===== src/rtl/rsc_pkg.sv =====
// constants and types shared by the reset state controller files
package rsc_pkg;
	// register byte addresses
	localparam logic [3:0] RSC_ADDR_CTRL = 4'h0;
	localparam logic [3:0] RSC_ADDR_STATUS = 4'h4;
	localparam logic [3:0] RSC_ADDR_SETTLE = 4'h8;
	// control register fields
	localparam int RSC_CTRL_SLOW_OSC = 0;
	localparam logic [31:0] RSC_CTRL_RESET = 32'h0000_0000;
	// status register fields
	localparam int RSC_ST_TIMEOUT = 0;
	localparam int RSC_ST_POWER_DOWN = 1;
	localparam int RSC_ST_CAUSE_LO = 2;
	localparam int RSC_ST_CAUSE_HI = 3;
	localparam int RSC_ST_SETTLING = 4;
	// settle register fields
	localparam int RSC_SET_FAST_LO = 0;
	localparam int RSC_SET_SLOW_LO = 8;
	// settle delay in system clock cycles, upper figure of each printed range
	localparam int RSC_SETTLE_FAST_CYCLES = 16;
	localparam int RSC_SETTLE_SLOW_CYCLES = 2;
	localparam int RSC_SETTLE_W = 5;
	// axi responses
	localparam logic [1:0] RSC_RESP_OKAY = 2'b00;
	localparam logic [1:0] RSC_RESP_SLVERR = 2'b10;
	// number of reset causes carried by the sync interface
	localparam int RSC_NUM_CAUSES = 3;
	localparam int RSC_CAUSE_POR = 0;
	localparam int RSC_CAUSE_LOW_V = 1;
	localparam int RSC_CAUSE_WDOG = 2;

	// recorded cause of the last reset
	typedef enum logic [1:0]
	{
		RSC_KIND_POR = 2'h0,
		RSC_KIND_LOW_V = 2'h1,
		RSC_KIND_WDOG_RUN = 2'h2,
		RSC_KIND_WDOG_SLEEP = 2'h3
	} rsc_kind_t;

	// sequencer states, one-hot
	typedef enum logic [2:0]
	{
		RSC_ST_IDLE = 3'b001,
		RSC_ST_APPLY = 3'b010,
		RSC_ST_SETTLE = 3'b100
	} rsc_state_t;
endpackage


===== src/rtl/rsc_cause_if.sv =====
// interface carrying synchronised reset cause events
`timescale 1ns/1ps
`default_nettype none
interface rsc_cause_if;
	import rsc_pkg::*;
	logic [RSC_NUM_CAUSES-1:0] event_pulse;
	logic [RSC_NUM_CAUSES-1:0] level;
	modport src (output event_pulse, output level);
	modport dst (input event_pulse, input level);
endinterface
`default_nettype wire


===== src/rtl/rsc_cause_sync.sv =====
// three-stage synchroniser and rising-edge detector for reset cause lines
`timescale 1ns/1ps
`default_nettype none
module rsc_cause_sync
	import rsc_pkg::*;
#(
	parameter int WIDTH = RSC_NUM_CAUSES
)
(
	// clock and reset
	input wire logic aclk,
	input wire logic aresetn,
	// raw cause lines from other domains
	input wire logic [WIDTH-1:0] raw,
	// synchronised events
	rsc_cause_if.src cause
);
	logic [WIDTH-1:0] meta;
	logic [WIDTH-1:0] sync_a;
	logic [WIDTH-1:0] sync_b;
	logic [WIDTH-1:0] stable;
	wire [WIDTH-1:0] agree = ~(sync_a ^ sync_b);
	wire [WIDTH-1:0] next_stable = (agree & sync_a) | (~agree & stable);

	// meta is read only by sync_a
	always_ff @(posedge aclk)
	begin
		if (!aresetn)
		begin
			meta <= '0;
			sync_a <= '0;
			sync_b <= '0;
			stable <= '0;
		end
		else
		begin
			meta <= raw;
			sync_a <= meta;
			sync_b <= sync_a;
			stable <= next_stable;
		end
	end

	// a change counts once the last two stages agree
	assign cause.event_pulse = next_stable & ~stable;
	assign cause.level = stable;
endmodule
`default_nettype wire


===== src/rtl/rsc_reset_state_controller.sv =====
// reset state controller: cause priority, flags, core actions, axi4-lite registers
// Behaviour
// - sleep watchdog reset clears pc, sp; sets timeout
// - fast oscillator settle waits 15 to 16 cycles
// - slow oscillator settle waits 1 to 2 cycles
// - power-on clears timeout and power-down flags
// - low-voltage reset leaves both flags unchanged
// - running watchdog reset sets timeout, keeps power-down
// - sleep watchdog reset leaves both flags at one
// - power-on zeroes pc and disables all interrupts
// - any reset clears watchdog, counting restarts
// - power-on switches off all timer modules
// - power-on makes ports inputs, analog pins converter
// - power-on points stack pointer at stack top
// - defaults load except sleep watchdog; low pc cleared
// - running watchdog reset equals low-voltage plus timeout
`timescale 1ns/1ps
`default_nettype none
module rsc_reset_state_controller
	import rsc_pkg::*;
#(
	parameter int FAST_SETTLE = RSC_SETTLE_FAST_CYCLES,
	parameter int SLOW_SETTLE = RSC_SETTLE_SLOW_CYCLES
)
(
	// clock and reset
	input wire logic aclk,
	input wire logic aresetn,
	// axi4-lite write address
	input wire logic [3:0] s_axi_awaddr,
	input wire logic s_axi_awvalid,
	output logic s_axi_awready,
	// axi4-lite write data
	input wire logic [31:0] s_axi_wdata,
	input wire logic [3:0] s_axi_wstrb,
	input wire logic s_axi_wvalid,
	output logic s_axi_wready,
	// axi4-lite write response
	output logic [1:0] s_axi_bresp,
	output logic s_axi_bvalid,
	input wire logic s_axi_bready,
	// axi4-lite read address
	input wire logic [3:0] s_axi_araddr,
	input wire logic s_axi_arvalid,
	output logic s_axi_arready,
	// axi4-lite read data
	output logic [31:0] s_axi_rdata,
	output logic [1:0] s_axi_rresp,
	output logic s_axi_rvalid,
	input wire logic s_axi_rready,
	// reset cause lines from other domains
	input wire logic power_on_reset_req,
	input wire logic low_voltage_reset,
	input wire logic watchdog_timeout,
	// core state, same clock
	input wire logic core_asleep,
	input wire logic halt_enter,
	input wire logic sys_clk_tick,
	// actions towards core and peripherals, one-cycle pulses
	output logic program_counter_clear,
	output logic program_counter_low_clear,
	output logic stack_pointer_clear,
	output logic stack_pointer_to_top,
	output logic load_defaults,
	output logic interrupts_disable,
	output logic watchdog_counter_clear,
	output logic timers_off,
	output logic ports_to_input,
	output logic analog_input_pins_assign,
	// hold level while a reset is being applied or settling
	output logic core_hold,
	// status flags
	output logic watchdog_timeout_flag,
	output logic power_down_flag
);
	////////////////////////////////////////////////////////////////////////
	// cause synchronisation

	rsc_cause_if cause_bus ();

	rsc_cause_sync #(
		.WIDTH(RSC_NUM_CAUSES)
	) u_sync (
		.aclk(aclk),
		.aresetn(aresetn),
		.raw({watchdog_timeout, low_voltage_reset, power_on_reset_req}),
		.cause(cause_bus.src)
	);

	////////////////////////////////////////////////////////////////////////
	// cause priority

	wire ev_por = cause_bus.event_pulse[RSC_CAUSE_POR];
	wire ev_low_v = cause_bus.event_pulse[RSC_CAUSE_LOW_V];
	wire ev_wdog = cause_bus.event_pulse[RSC_CAUSE_WDOG];
	wire any_event = |cause_bus.event_pulse;
	// a lower cause is dropped when a higher one lands in the same cycle
	wire rsc_kind_t event_kind = ev_por ? RSC_KIND_POR :
		ev_low_v ? RSC_KIND_LOW_V :
		(ev_wdog && core_asleep) ? RSC_KIND_WDOG_SLEEP : RSC_KIND_WDOG_RUN;

	////////////////////////////////////////////////////////////////////////
	// sequencer

	rsc_state_t state;
	rsc_state_t next_state;
	rsc_kind_t kind;
	rsc_kind_t last_kind;
	logic [RSC_SETTLE_W-1:0] settle_cnt;
	logic slow_osc;

	localparam logic [RSC_SETTLE_W-1:0] FAST_CNT = RSC_SETTLE_W'(FAST_SETTLE);
	localparam logic [RSC_SETTLE_W-1:0] SLOW_CNT = RSC_SETTLE_W'(SLOW_SETTLE);

	wire in_idle = (state == RSC_ST_IDLE);
	wire in_apply = (state == RSC_ST_APPLY);
	wire in_settle = (state == RSC_ST_SETTLE);
	// a new cause of higher rank restarts the sequence; otherwise it is dropped
	wire take_event = any_event && (in_idle || event_kind < kind);
	wire settle_done = in_settle && sys_clk_tick && settle_cnt == RSC_SETTLE_W'(1);
	wire is_sleep_wdog = (kind == RSC_KIND_WDOG_SLEEP);
	wire is_por = (kind == RSC_KIND_POR);

	// next state
	always_comb
	begin
		next_state = state;
		unique case (state)
			RSC_ST_IDLE:
				if (take_event)
					next_state = RSC_ST_APPLY;
			RSC_ST_APPLY:
				if (take_event)
					next_state = RSC_ST_APPLY;
				else if (is_sleep_wdog)
					next_state = RSC_ST_SETTLE;
				else
					next_state = RSC_ST_IDLE;
			RSC_ST_SETTLE:
				if (take_event)
					next_state = RSC_ST_APPLY;
				else if (settle_done)
					next_state = RSC_ST_IDLE;
			default:
				next_state = RSC_ST_IDLE;
		endcase
	end

	// state, cause register and settle counter
	always_ff @(posedge aclk)
	begin
		if (!aresetn)
		begin
			state <= RSC_ST_IDLE;
			kind <= RSC_KIND_POR;
			last_kind <= RSC_KIND_POR;
			settle_cnt <= '0;
		end
		else
		begin
			state <= next_state;
			if (take_event)
			begin
				kind <= event_kind;
				last_kind <= event_kind;
			end
			// the settle count is taken from the oscillator chosen at apply time
			if (in_apply)
				settle_cnt <= slow_osc ? SLOW_CNT : FAST_CNT;
			else if (in_settle && sys_clk_tick)
				settle_cnt <= settle_cnt - RSC_SETTLE_W'(1);
		end
	end

	////////////////////////////////////////////////////////////////////////
	// action pulses, registered so they appear the cycle after apply

	wire next_defaults = in_apply && !is_sleep_wdog;
	wire next_por_act = in_apply && is_por;

	always_ff @(posedge aclk)
	begin
		if (!aresetn)
		begin
			program_counter_clear <= 1'b0;
			program_counter_low_clear <= 1'b0;
			stack_pointer_clear <= 1'b0;
			stack_pointer_to_top <= 1'b0;
			load_defaults <= 1'b0;
			interrupts_disable <= 1'b0;
			watchdog_counter_clear <= 1'b0;
			timers_off <= 1'b0;
			ports_to_input <= 1'b0;
			analog_input_pins_assign <= 1'b0;
		end
		else
		begin
			program_counter_clear <= in_apply;
			program_counter_low_clear <= in_apply;
			stack_pointer_clear <= in_apply && is_sleep_wdog;
			stack_pointer_to_top <= next_por_act;
			load_defaults <= next_defaults;
			interrupts_disable <= next_defaults;
			watchdog_counter_clear <= in_apply;
			timers_off <= next_defaults;
			ports_to_input <= next_defaults;
			analog_input_pins_assign <= next_defaults;
		end
	end

	// core is held from the apply cycle until settling ends
	assign core_hold = !in_idle;

	////////////////////////////////////////////////////////////////////////
	// flags

	logic wr_clear_to;
	logic wr_clear_pd;
	wire next_to_set = in_apply && !is_por && kind != RSC_KIND_LOW_V;
	wire next_to_clr = in_apply && is_por;
	wire next_pd_set = halt_enter || (in_apply && is_sleep_wdog);
	wire next_pd_clr = in_apply && is_por;

	// a hardware set wins over a software clear in the same cycle
	always_ff @(posedge aclk)
	begin
		if (!aresetn)
		begin
			watchdog_timeout_flag <= 1'b0;
			power_down_flag <= 1'b0;
		end
		else
		begin
			if (next_to_set)
				watchdog_timeout_flag <= 1'b1;
			else if (next_to_clr || wr_clear_to)
				watchdog_timeout_flag <= 1'b0;
			if (next_pd_set)
				power_down_flag <= 1'b1;
			else if (next_pd_clr || wr_clear_pd)
				power_down_flag <= 1'b0;
		end
	end

	////////////////////////////////////////////////////////////////////////
	// axi4-lite write path

	logic aw_held;
	logic w_held;
	logic [3:0] aw_addr;
	logic [31:0] w_data;
	logic [3:0] w_strb;

	assign s_axi_awready = !aw_held && !s_axi_bvalid;
	assign s_axi_wready = !w_held && !s_axi_bvalid;

	wire aw_fire = s_axi_awvalid && s_axi_awready;
	wire w_fire = s_axi_wvalid && s_axi_wready;
	wire wr_have_addr = aw_held || aw_fire;
	wire wr_have_data = w_held || w_fire;
	wire wr_go = wr_have_addr && wr_have_data && !s_axi_bvalid;
	wire [3:0] wr_addr = aw_held ? aw_addr : s_axi_awaddr;
	wire [31:0] wr_data = w_held ? w_data : s_axi_wdata;
	wire [3:0] wr_strb = w_held ? w_strb : s_axi_wstrb;
	wire wr_ctrl = wr_go && wr_addr == RSC_ADDR_CTRL;
	wire wr_status = wr_go && wr_addr == RSC_ADDR_STATUS;
	wire wr_settle = wr_go && wr_addr == RSC_ADDR_SETTLE;
	wire wr_ok = wr_ctrl || wr_status || wr_settle;

	// status flags are write-one-to-clear in byte lane 0
	assign wr_clear_to = wr_status && wr_strb[0] && wr_data[RSC_ST_TIMEOUT];
	assign wr_clear_pd = wr_status && wr_strb[0] && wr_data[RSC_ST_POWER_DOWN];

	// address and data may arrive in either order
	always_ff @(posedge aclk)
	begin
		if (!aresetn)
		begin
			aw_held <= 1'b0;
			w_held <= 1'b0;
			aw_addr <= '0;
			w_data <= '0;
			w_strb <= '0;
			s_axi_bvalid <= 1'b0;
			s_axi_bresp <= RSC_RESP_OKAY;
		end
		else
		begin
			if (aw_fire)
				aw_addr <= s_axi_awaddr;
			if (w_fire)
			begin
				w_data <= s_axi_wdata;
				w_strb <= s_axi_wstrb;
			end
			aw_held <= wr_go ? 1'b0 : wr_have_addr;
			w_held <= wr_go ? 1'b0 : wr_have_data;
			if (wr_go)
			begin
				s_axi_bvalid <= 1'b1;
				s_axi_bresp <= wr_ok ? RSC_RESP_OKAY : RSC_RESP_SLVERR;
			end
			else if (s_axi_bready)
				s_axi_bvalid <= 1'b0;
		end
	end

	// oscillator select steers the settle count
	always_ff @(posedge aclk)
	begin
		if (!aresetn)
			slow_osc <= RSC_CTRL_RESET[RSC_CTRL_SLOW_OSC];
		else if (wr_ctrl && wr_strb[0])
			slow_osc <= wr_data[RSC_CTRL_SLOW_OSC];
	end

	////////////////////////////////////////////////////////////////////////
	// axi4-lite read path

	wire [31:0] ctrl_word = {31'h0, slow_osc};
	wire [31:0] status_word = {27'h0, in_settle, last_kind, power_down_flag,
		watchdog_timeout_flag};
	wire [31:0] settle_word = {16'h0, 3'h0, SLOW_CNT, 3'h0, FAST_CNT};
	wire ar_fire = s_axi_arvalid && s_axi_arready;
	wire rd_ok = s_axi_araddr == RSC_ADDR_CTRL || s_axi_araddr == RSC_ADDR_STATUS ||
		s_axi_araddr == RSC_ADDR_SETTLE;
	wire [31:0] rd_word = (s_axi_araddr == RSC_ADDR_CTRL) ? ctrl_word :
		(s_axi_araddr == RSC_ADDR_STATUS) ? status_word :
		(s_axi_araddr == RSC_ADDR_SETTLE) ? settle_word : 32'h0000_0000;

	assign s_axi_arready = !s_axi_rvalid;

	// one read outstanding; data held until taken
	always_ff @(posedge aclk)
	begin
		if (!aresetn)
		begin
			s_axi_rvalid <= 1'b0;
			s_axi_rdata <= '0;
			s_axi_rresp <= RSC_RESP_OKAY;
		end
		else if (ar_fire)
		begin
			s_axi_rvalid <= 1'b1;
			s_axi_rdata <= rd_word;
			s_axi_rresp <= rd_ok ? RSC_RESP_OKAY : RSC_RESP_SLVERR;
		end
		else if (s_axi_rready)
			s_axi_rvalid <= 1'b0;
	end
endmodule
`default_nettype wire

===== config.mk =====
export PLATFORM = sky130hd
export DESIGN_NAME = rsc_reset_state_controller
export DESIGN_NICKNAME = d
export VERILOG_FILES = /design/src/rtl/rsc_pkg.sv /design/src/rtl/rsc_cause_if.sv /design/src/rtl/rsc_cause_sync.sv /design/src/rtl/rsc_reset_state_controller.sv
export SDC_FILE = /design/constraint.sdc
export NUM_CORES = 1
export LEC_CHECK = 0
export ABC_AREA = 1
export BUFFER_PORTS_ARGS = -buffer_cell sky130_fd_sc_hd__buf_4
export CORE_MARGIN = 2
export CORE_UTILIZATION = 45
export CTS_BUF_LIST = sky130_fd_sc_hd__clkbuf_2 sky130_fd_sc_hd__clkbuf_4 sky130_fd_sc_hd__clkbuf_8
export DETAILED_ROUTE_END_ITERATION = 8
export GPL_TIMING_DRIVEN = 0
export PLACE_DENSITY_LB_ADDON = 0.12
export SYNTH_ARGS = -nofsm -noshare
export SYNTH_HDL_FRONTEND = slang
export SYNTH_SLANG_ARGS = --single-unit

===== constraint.sdc =====
create_clock -name aclk -period 1.75 [get_ports aclk]
set_input_delay 0 -clock aclk [delete_from_list [all_inputs] [get_ports aclk]]
set_output_delay 0 -clock aclk [all_outputs]
set_load 0.02 [all_outputs]

==> metrics.txt, run 1 <==
status finished, final reports clean; Reg power frac a little under half; area of the mapped netlist ~2300 µm²; DRT iter0 DRCs ~90; # setup viols final 0; ys flop type dfxtp_1; register area ~960 µm²; Starting Density between 40% and 50%; final WL 4700 µm; reg2reg path depth 12; Pint 0.00190 W; met2 wire length around 2200 µm; minimum clock period around 1.6 ns; overall die width ~75 µm; total core area between 5000 and 6000 µm²; FF-to-FF End state[0]; initial antenna violation count 0; port bufs between 40 and 50; worst hold path depth 3; worst-path fanout max 8; Post-Synthesis Cells around 310; Mapped Avg Cell Area 7.47 µm²; VDD IR max about 530 µV; max_cap viols 0; Worst path max stage delay ~0.31 ns; maximum buffer depth of the clock tree 2; hold endpoint aw_addr[3]; Worst path slowest cell dfxtp_1; number of global-route vias before repair about 1700; Finished Core Util 61.5%; DR top layer met4; Peak Freq between 0.6 and 0.7 GHz; H-tree depth 2; clk_lat worst skew 0.29 ns; drt first pass iters 4; Setup TNS 0 ns; worst setup path class flip-flop to flip-flop; P_leak 1.60 nW; Detail Route met3 WL approximately 270 µm; r2r setup slk between 0.15 and 0.2 ns; diodes inserted 0; clock skew around 0.0062 ns; Routability Congestion ~0.8; DRT antenna net count 0; vias per cell between 4 and 5; CTS tree built; drc violations 0; global-route wire length before repair just over 7000 µm; NumNets Final between 400 and 500; sw frac about 30%; Tcrit/Tclk final about nine tenths; GRT Total Usage approximately 16%; crit path capture type flip-flop; Worst Hold Launch s_axi_awaddr[3]; Critical Path AT around 1.8 ns; logic gate share of total power 24.7%; die height roughly 75 µm; CTS Root Cell clkbuf_8; area of the multi-input gates a little under 1000 µm²; Power per Cell Area between 800 and 900 nW/µm²; startpoint types flip-flop; Num CTS Buffers 5; Vias ~2100; Area growth syn-to-layout 34.1%; total grt overflow 0; row count 26; layout cells sized above 1 ~26%; Yosys warnings 0; EDFF count, synth 0; WL/cell a little under 10 µm; FILL cells 482; critical path required time 1.92 ns; DIE AREA 5700 µm²; CP Cell Sequence nand3b_1 -> nand2_1 -> inv_1 -> ha_1 -> nand2_1 -> nand2_1 -> nand2_1 -> nand2_2 -> nand2_1 -> nand2_1 -> nand2_1 -> nand3_1; Clock Sinks 48; net switching power about 0.0008 W; Netlist cell types 38; most frequent CP cell nand2_1; placed wire-length estimate 3510 µm; largest net degree at the start of global routing 15; Ports around 110; worst hold path type input port to flip-flop; post-CTS setup repair buffer count 0; routed length on met1 between 2000 and 2500 µm; Async S/R FF share, synth 0%; Hold Violations, Final 0; synthesis-stage register bit count 48; Seq/Total Area, Yosys 41.8%; Max Slew Vio Count 0; clock network fraction of total power between 20 and 30%; reg2reg start u_sync.cause.level[1]; clk slew on worst S/H paths ~0.090 ns
[cells in the mapped netlist, drive strengths merged, types with 3 or more instances]
cell	count	area, µm²
nand2	59	231
dfxtp	48	961
inv	46	173
buf	37	269
nor2	26	103
o21ai	26	130
a21oi	20	100
nand3	11	55.1
nor3	5	30.0
ha	3	37.5
nand3b	3	35.0
[cells by family after synthesis]
family	synth area share, %
AND/OR/NAND/NOR	22.3
buffers and inverters	19.7
multiplexers	0.435
flip-flops	41.8
adder cells (fa/ha/maj)	1.63
XOR/XNOR	1.14
other	0.163
AO/OA/AOI/OAI	12.9
[routing by layer]
metal | vias up | global-route usage [%]
li1 | 1096 | -
met1 | 912 | 21.2
met2 | 52 | 26.6
met3 | 2 | 4.63
met4 | 0 | 5.65
met5 | - | 0
[worst max-delay path: cells and delay by family (launching register included)]
family	cells	cell delay (ns)
flops	1	0.31
fa+ha+maj	1	0.28
simple gates	10	0.81
buf+inv	1	0.06
[through the flow]
step | hold WS, ns | area [µm²] | cells | power [W] | setup WS (ns)
final | 0.00728 | 3080 | 473 | 0.00269 | 0.157
after CTS | 0.00570 | 3080 | 473 | 0.00271 | 0.0930
after detailed placement | 0.186 | 2850 | 453 | 0.00190 | 0.105
after global routing | 0.0253 | 3080 | 473 | 0.00285 | -0.0120
after global placement | 0.180 | 2850 | 453 | 0.00189 | 0.131
after floorplan | 0.0976 | 2400 | 335 | 0.00171 | 0.104
[area by class of cell]
class	count	area share, %
buffer	39	8.97
inverter	47	5.72
tap	70	2.84
clock inverter	2	1.14
timing repair buffer	60	15.6
multi-input combinational	201	32.1
clock buffer	6	2.48
sequential	48	31.2
[power by group through the flow]
stage	logic, W	registers [W]	clock network [W]
after floorplan	0.000430	0.00128	0
after global placement	0.000632	0.00125	0
after detailed placement	0.000641	0.00126	0
after CTS	0.000665	0.00123	0.000816
after global routing	0.000742	0.00124	0.000865
final	0.000665	0.00123	0.000796
[cell usage in the layout, fill, tap and decap left out, types with 2 or more instances in the layout]
cell / Yosys / final
ha_1: 3 / 3
inv_1: 45 / 45
nor2_1: 24 / 24
o21ai_0: 26 / 26
a21oi_1: 20 / 20
dlygate4sd3_1: 0 / 12
nand2_2: 1 / 2
conb_1: 1 / 28
clkbuf_1: 2 / 2
nor2_2: 2 / 2
nand3b_1: 2 / 2
nand3_1: 11 / 11
clkbuf_8: 0 / 5
buf_2: 2 / 2
xor2_1: 2 / 2
nand2_1: 57 / 56
buf_4: 34 / 82
dfxtp_1: 48 / 48
nor3_1: 4 / 4
o211ai_1: 2 / 2
a31oi_1: 2 / 2
nand4_1: 2 / 2
[sequential cells by signal (all words and copies together), names as in the netlist, 2 cells and up]
register and flops:
state 3, u_sync.sync_a 3, s_axi_rdata 6, last_kind 2
u_sync.cause.level 3, aw_addr 4, settle_cnt 5, u_sync.meta 3
w_data 2, u_sync.sync_b 3
[worst max-delay path by stage]
stage	from	to	slack [ns]
2_1_floorplan	s_axi_bvalid	power_down_flag	0.10
3_3_place_gp	u_sync.cause.level[0]	state[0]	0.13
3_5_place_dp	u_sync.cause.level[0]	state[0]	0.11
4_1_cts	u_sync.cause.level[1]	state[0]	0.09
5_1_grt	u_sync.sync_a[0]	state[1]	-0.01
6_report	u_sync.cause.level[1]	state[0]	0.16
[repair_timing]
item	CTS	global route
gates resized for setup	0	1
hold buffers	12	0
endpoints found under the hold margin	12	0
setup endpoints to repair	0	3
(Power assumes the default switching activity.)
==> run 2, diff against run 1 <==
--- a/config.mk
+++ b/config.mk
@@ -15,4 +15,5 @@
 export PLACE_DENSITY_LB_ADDON = 0.12
 export SYNTH_ARGS = -nofsm -noshare
 export SYNTH_HDL_FRONTEND = slang
+export SYNTH_HIERARCHICAL = 1
 export SYNTH_SLANG_ARGS = --single-unit
==> metrics.txt, run 2 <==
Hold Violations, Final 0; Num CTS Buffers 5; critical path required time 1.94 ns; Seq/Total Area, Yosys 40.4%; Peak Freq 0.671 GHz; VDD IR max 487 µV; Yosys top cell area share between 40 and 50%; clock skew approximately 0.0067 ns; worst-path fanout max 5; Post-Synthesis Cells about 340; clk_lat worst skew approximately 0.30 ns; Ports around 110; most frequent CP cell nand2_1; CTS Hold Bufs 12; cell with the most instances after synthesis nand2_1; P_leak approximately 1.7 nW; RSZ-0062 raised after global routing false; Power per Cell Area 754 nW/µm²; post-CTS sizing 0; CP Cell Sequence inv_1 -> nand3_1 -> inv_1 -> nor2_1 -> ha_1 -> nand2_1 -> nand2_1 -> nand2_1 -> nand2_1 -> and3_1; die height approximately 77 µm; area of the mapped netlist roughly 2400 µm²; DRT antenna net count 0; drt first pass iters 4; Post-synth top cells nand2_1 (72), inv_1 (56), dfxtp_1 (48), nor2_1 (41), buf_4 (35); diodes inserted 0; global-route wire length before repair just under 8000 µm; Worst Path Buf+Inv 2; row count 26; Max Slew Vio Count 0; CP delay by family, top simple AND/OR/NAND/NOR gates; worst setup path class flip-flop to flip-flop; drc violations 0; post-CTS setup repair buffer count 0; register with the most flip-flops s_axi_rdata; Final Power approximately 0.0024 W; DRT iter0 DRCs between 80 and 90; FILL cells about 480; Setup WS pre-CTS about 0.26 ns; synthesis-stage register bit count 48; Mapped Avg Cell Area 6.98 µm²; CTS tree built; Worst path max stage delay around 0.33 ns; Vias about 2200; clk slew on worst S/H paths 0.09 ns; total grt overflow 0; Critical Path AT 1.68 ns; H-tree depth 2; NumNets Final between 400 and 500; Area growth syn-to-layout 32.6%; Tcrit/Tclk final 85.2%; Largest register FFs 6; startpoint types flip-flop; ranking of synthesized cells by area dfxtp_1 (40%), nand2_1 (11%), buf_4 (11%), inv_1 (8.8%), nor2_1 (6.5%); minimum clock period around 1.5 ns; final WL 4640 µm; vias per cell 4.29; top flop regs s_axi_rdata (6), settle_cnt (5), aw_addr (4); GRT Total Usage between 10% and 20%; number of global-route vias before repair about 1900; WL/cell just over 9 µm; leading area contributor after synthesis dfxtp_1; overall die width between 70 and 80 µm; dpl cells just under 500; worst hold path type input port to flip-flop; Netlist cell types 32; Async S/R FF share, synth 0%; port bufs ~50; Worst Setup Slack, final 0.259 ns; Routability Congestion ~0.8; # setup viols final 0; maximum buffer depth of the clock tree 2; crit path capture type flip-flop; Setup TNS 0 ns; Clock Sinks between 40 and 50; Worst path slowest cell dfxtp_1; max_cap viols 0; status finished, final reports clean; initial antenna violation count 0; total core area just over 5000 µm²; most frequent cells in the layout buf_4 (84), nand2_1 (72), inv_1 (56); layout cells sized above 1 approximately a quarter; Final Non-Filler Cells around 500; CTS Root Cell clkbuf_8; placed wire-length estimate between 3000 and 4000 µm; DIE AREA about 5900 µm²; largest net degree at the start of global routing 14; most common cell after layout, fill and taps aside buf_4; Yosys warnings 6; EDFF count, synth 0; Starting Density a little under half; ys flop type dfxtp_1
-- run 2: cell count changes after synthesis, moves of 3 or more --
cell	before	now
a21oi_1	20	14
inv_1	45	56
inv_2	1	4
nand2_1	57	72
nor2_1	24	41
o21ai_0	26	21
o21ai_1	0	4
-- run 2: worst min-delay path, delay by kind of cell --
family,cells,cell delay (ns)
buf+inv,1,0.08
compound gates,1,0.17
simple gates,1,0.03
-- run 2: layer usage --
layer | track usage (%) | share of wire (%)
met1 | 19.7 | 46
met2 | 28.6 | 49
met3 | 3.76 | 4.7
met4 | 3.82 | 1.0
met5 | 0 | 0
-- run 2: worst paths after layout --
kind | startpoint | endpoint | slack (ns) | cells past startpoint
worst max-delay path | u_sync/cause.level[1] | state[2] | 0.26 | 10
worst min register to register | u_sync/meta[2] | u_sync/sync_a[2] | 0.42 | 2
worst min-delay path | s_axi_rready | s_axi_rvalid | 0.02 | 3
worst max register to register | u_sync/cause.level[1] | state[2] | 0.26 | 10
-- run 2: stage by stage --
stage | cell area, µm² | util [%] | hold slack [ns]
after floorplan | 2480 | - | 0.0935
after global placement | 2940 | 57.5 | 0.179
after detailed placement | 2940 | 57.5 | 0.188
after CTS | 3150 | 61.8 | 0.0143
after global routing | 3150 | 61.8 | 0.0324
final | 3150 | 61.8 | 0.0246
-- run 2: area by class of cell --
class | count | area, µm² | area share (%)
buffer | 38 | 275 | 8.73
clock buffer | 5 | 68.8 | 2.18
clock inverter | 1 | 30.0 | 0.952
inverter | 60 | 225 | 7.14
multi-input combinational | 222 | 1020 | 32.3
sequential | 48 | 961 | 30.5
tap | 70 | 87.6 | 2.78
timing repair buffer | 61 | 488 | 15.5
-- run 2: where the power goes --
group          internal [W]  total, W  leakage (nW)  switching (W)
clock network      0.000410  0.000759        0.0501       0.000349
logic              0.000192  0.000443          1.22       0.000250
registers           0.00115   0.00118         0.393      0.0000328
-- run 2: kinds of logic after synthesis --
logic type | count (synthesis) | share of synthesized area (%)
DFF | 48 | 40.4
other | 1 | 0.158
xor gates and xnor gates | 1 | 0.368
and+or+nand+nor | 143 | 25.9
buffers and inverters | 98 | 21.0
AOI/OAI and AO/OA | 47 | 10.6
adders and majority gates | 3 | 1.58
==> run 3, diff against run 2 <==
--- a/config.mk
+++ b/config.mk
@@ -8,7 +8,7 @@
 export ABC_AREA = 1
 export BUFFER_PORTS_ARGS = -buffer_cell sky130_fd_sc_hd__buf_4
 export CORE_MARGIN = 2
-export CORE_UTILIZATION = 45
+export CORE_UTILIZATION = 35
 export CTS_BUF_LIST = sky130_fd_sc_hd__clkbuf_2 sky130_fd_sc_hd__clkbuf_4 sky130_fd_sc_hd__clkbuf_8
 export DETAILED_ROUTE_END_ITERATION = 8
 export GPL_TIMING_DRIVEN = 0
==> metrics.txt, run 3 (synthesis gave the netlist of run 2 again) <==
status finished, final reports clean; area of the multi-input gates roughly 1000 µm²; minimum clock period between 1 and 1.5 ns; total core area between 6000 and 7000 µm²; vias per cell around 4.2; worst-path fanout max 5; register area 961 µm²; clock skew approximately 0.0097 ns; Reg power frac about half; DRT antenna net count 0; most frequent cells in the layout buf_4 (84), nand2_1 (72), inv_1 (56); diodes inserted 0; Worst Hold Launch s_axi_awaddr[3]; Largest register FFs 6; most common cell after layout, fill and taps aside buf_4; Final Power 0.00245 W; FILL cells 712; global-route wire length before repair between 8000 and 9000 µm; Routability Congestion just under 0.8; Pint 0.00177 W; Starting Density a little over a third; final instance area roughly 3200 µm²; max_cap viols 0; Power per Cell Area around 770 nW/µm²; Tcrit/Tclk final ~85%; largest net degree at the start of global routing 17; overall die width 86.4 µm; Clock Sinks 48; Max Slew Vio Count 0; logic gate share of total power around 18%; Finished Core Util 47.5%; VDD IR max roughly 570 µV; DIE AREA 7470 µm²; maximum buffer depth of the clock tree 2; crit path capture type flip-flop; P_leak ~1.7 nW; final WL 4800 µm; DRT iter0 DRCs a little under 70; top flop regs s_axi_rdata (6), settle_cnt (5), aw_addr (4); worst setup path class flip-flop to flip-flop; number of global-route vias before repair approximately 1900; NumNets Final between 400 and 500; Critical Path Start u_sync/cause.level[1]; Ports around 110; total grt overflow 0; clk_lat worst skew between 0.3 and 0.4 ns; reg2reg start u_sync/cause.level[1]; H-tree depth 2; register with the most flip-flops s_axi_rdata; drc violations 0; Area growth syn-to-layout 33.4%; Critical Path AT ~1.7 ns; placed wire-length estimate 3750 µm; worst hold path type input port to flip-flop; row count 30; Hold Violations, Final 0; # setup viols final 0; CTS tree built; r2r setup slk roughly 0.26 ns; placed cell areas a little under 3000 µm²; Setup TNS 0 ns; Vias 2142; clk slew on worst S/H paths roughly 0.090 ns; initial antenna violation count 0; RSZ-0062 raised after global routing false; layout cells sized above 1 24.1%; WHS between 0.007 and 0.008 ns; Peak Freq roughly 0.67 GHz; clock network fraction of total power between 30 and 40%; port bufs 49; startpoint types flip-flop; CTS Root Cell clkbuf_8; WL/cell 9.30 µm; net switching power a little under 0.0007 W; critical path required time just under 2 ns; die height 86.4 µm; drt first pass iters 4; sw frac around 28%; Num CTS Buffers 5; GRT Total Usage a little over an eighth
## run 3: per-layer routing
metal	routed length [µm]	GRT usage (%)	part of all wire [%]
met4	63	4.83	1.3
met1	2140	16.0	45
met5	0	0	0
met3	232	3.05	4.8
met2	2370	24.0	49
## run 3: metrics by stage
step | setup slack, ns | std cells
floorplan | 0.395 | 368
global placement | 0.288 | 497
detailed placement | 0.268 | 497
CTS | 0.245 | 516
global route | 0.0359 | 516
finish | 0.256 | 516
## run 3: cell type report
cell class / count / share of cell area, %
Inverter: 60 / 7.10
Sequential cell: 48 / 30.3
Timing Repair Buffer: 60 / 15.1
Tap cell: 80 / 3.15
Buffer: 38 / 8.68
Clock inverter: 3 / 1.46
Clock buffer: 5 / 2.17
Multi-Input combinational cell: 222 / 32.1
## run 3: power groups by stage
stage / Sequential, W / Combinational (W) / Clock (W)
floorplan: 0.00122 / 0.000269 / 0
global placement: 0.00120 / 0.000418 / 0
detailed placement: 0.00120 / 0.000422 / 0
CTS: 0.00118 / 0.000442 / 0.000851
global route: 0.00119 / 0.000491 / 0.000901
finish: 0.00118 / 0.000441 / 0.000828
## run 3: worst paths after layout
path,endpoint,depth (start not counted)
worst max-delay path,state[0],11
worst min-delay path,aw_addr[3],3
worst max register to register,state[0],11
worst min register to register,u_sync/sync_a[0],2
## run 3: timing repair
action                                 in CTS  in global routing
gates resized for setup                     0                  0
hold buffers                               11                  0
setup buffers                               0                  0
endpoints found under the hold margin      11                  0
## run 3: critical path: stages (launching register included)
cell,delay [ns]
dfxtp_1,0.34
inv_1,0.05
nand3_1,0.06
inv_1,0.05
nor2_1,0.14
ha_1,0.25
nand2_1,0.07
nand2_1,0.05
nand2_1,0.12
nand3_1,0.12
nand3_1,0.10
nand2_1,0.05
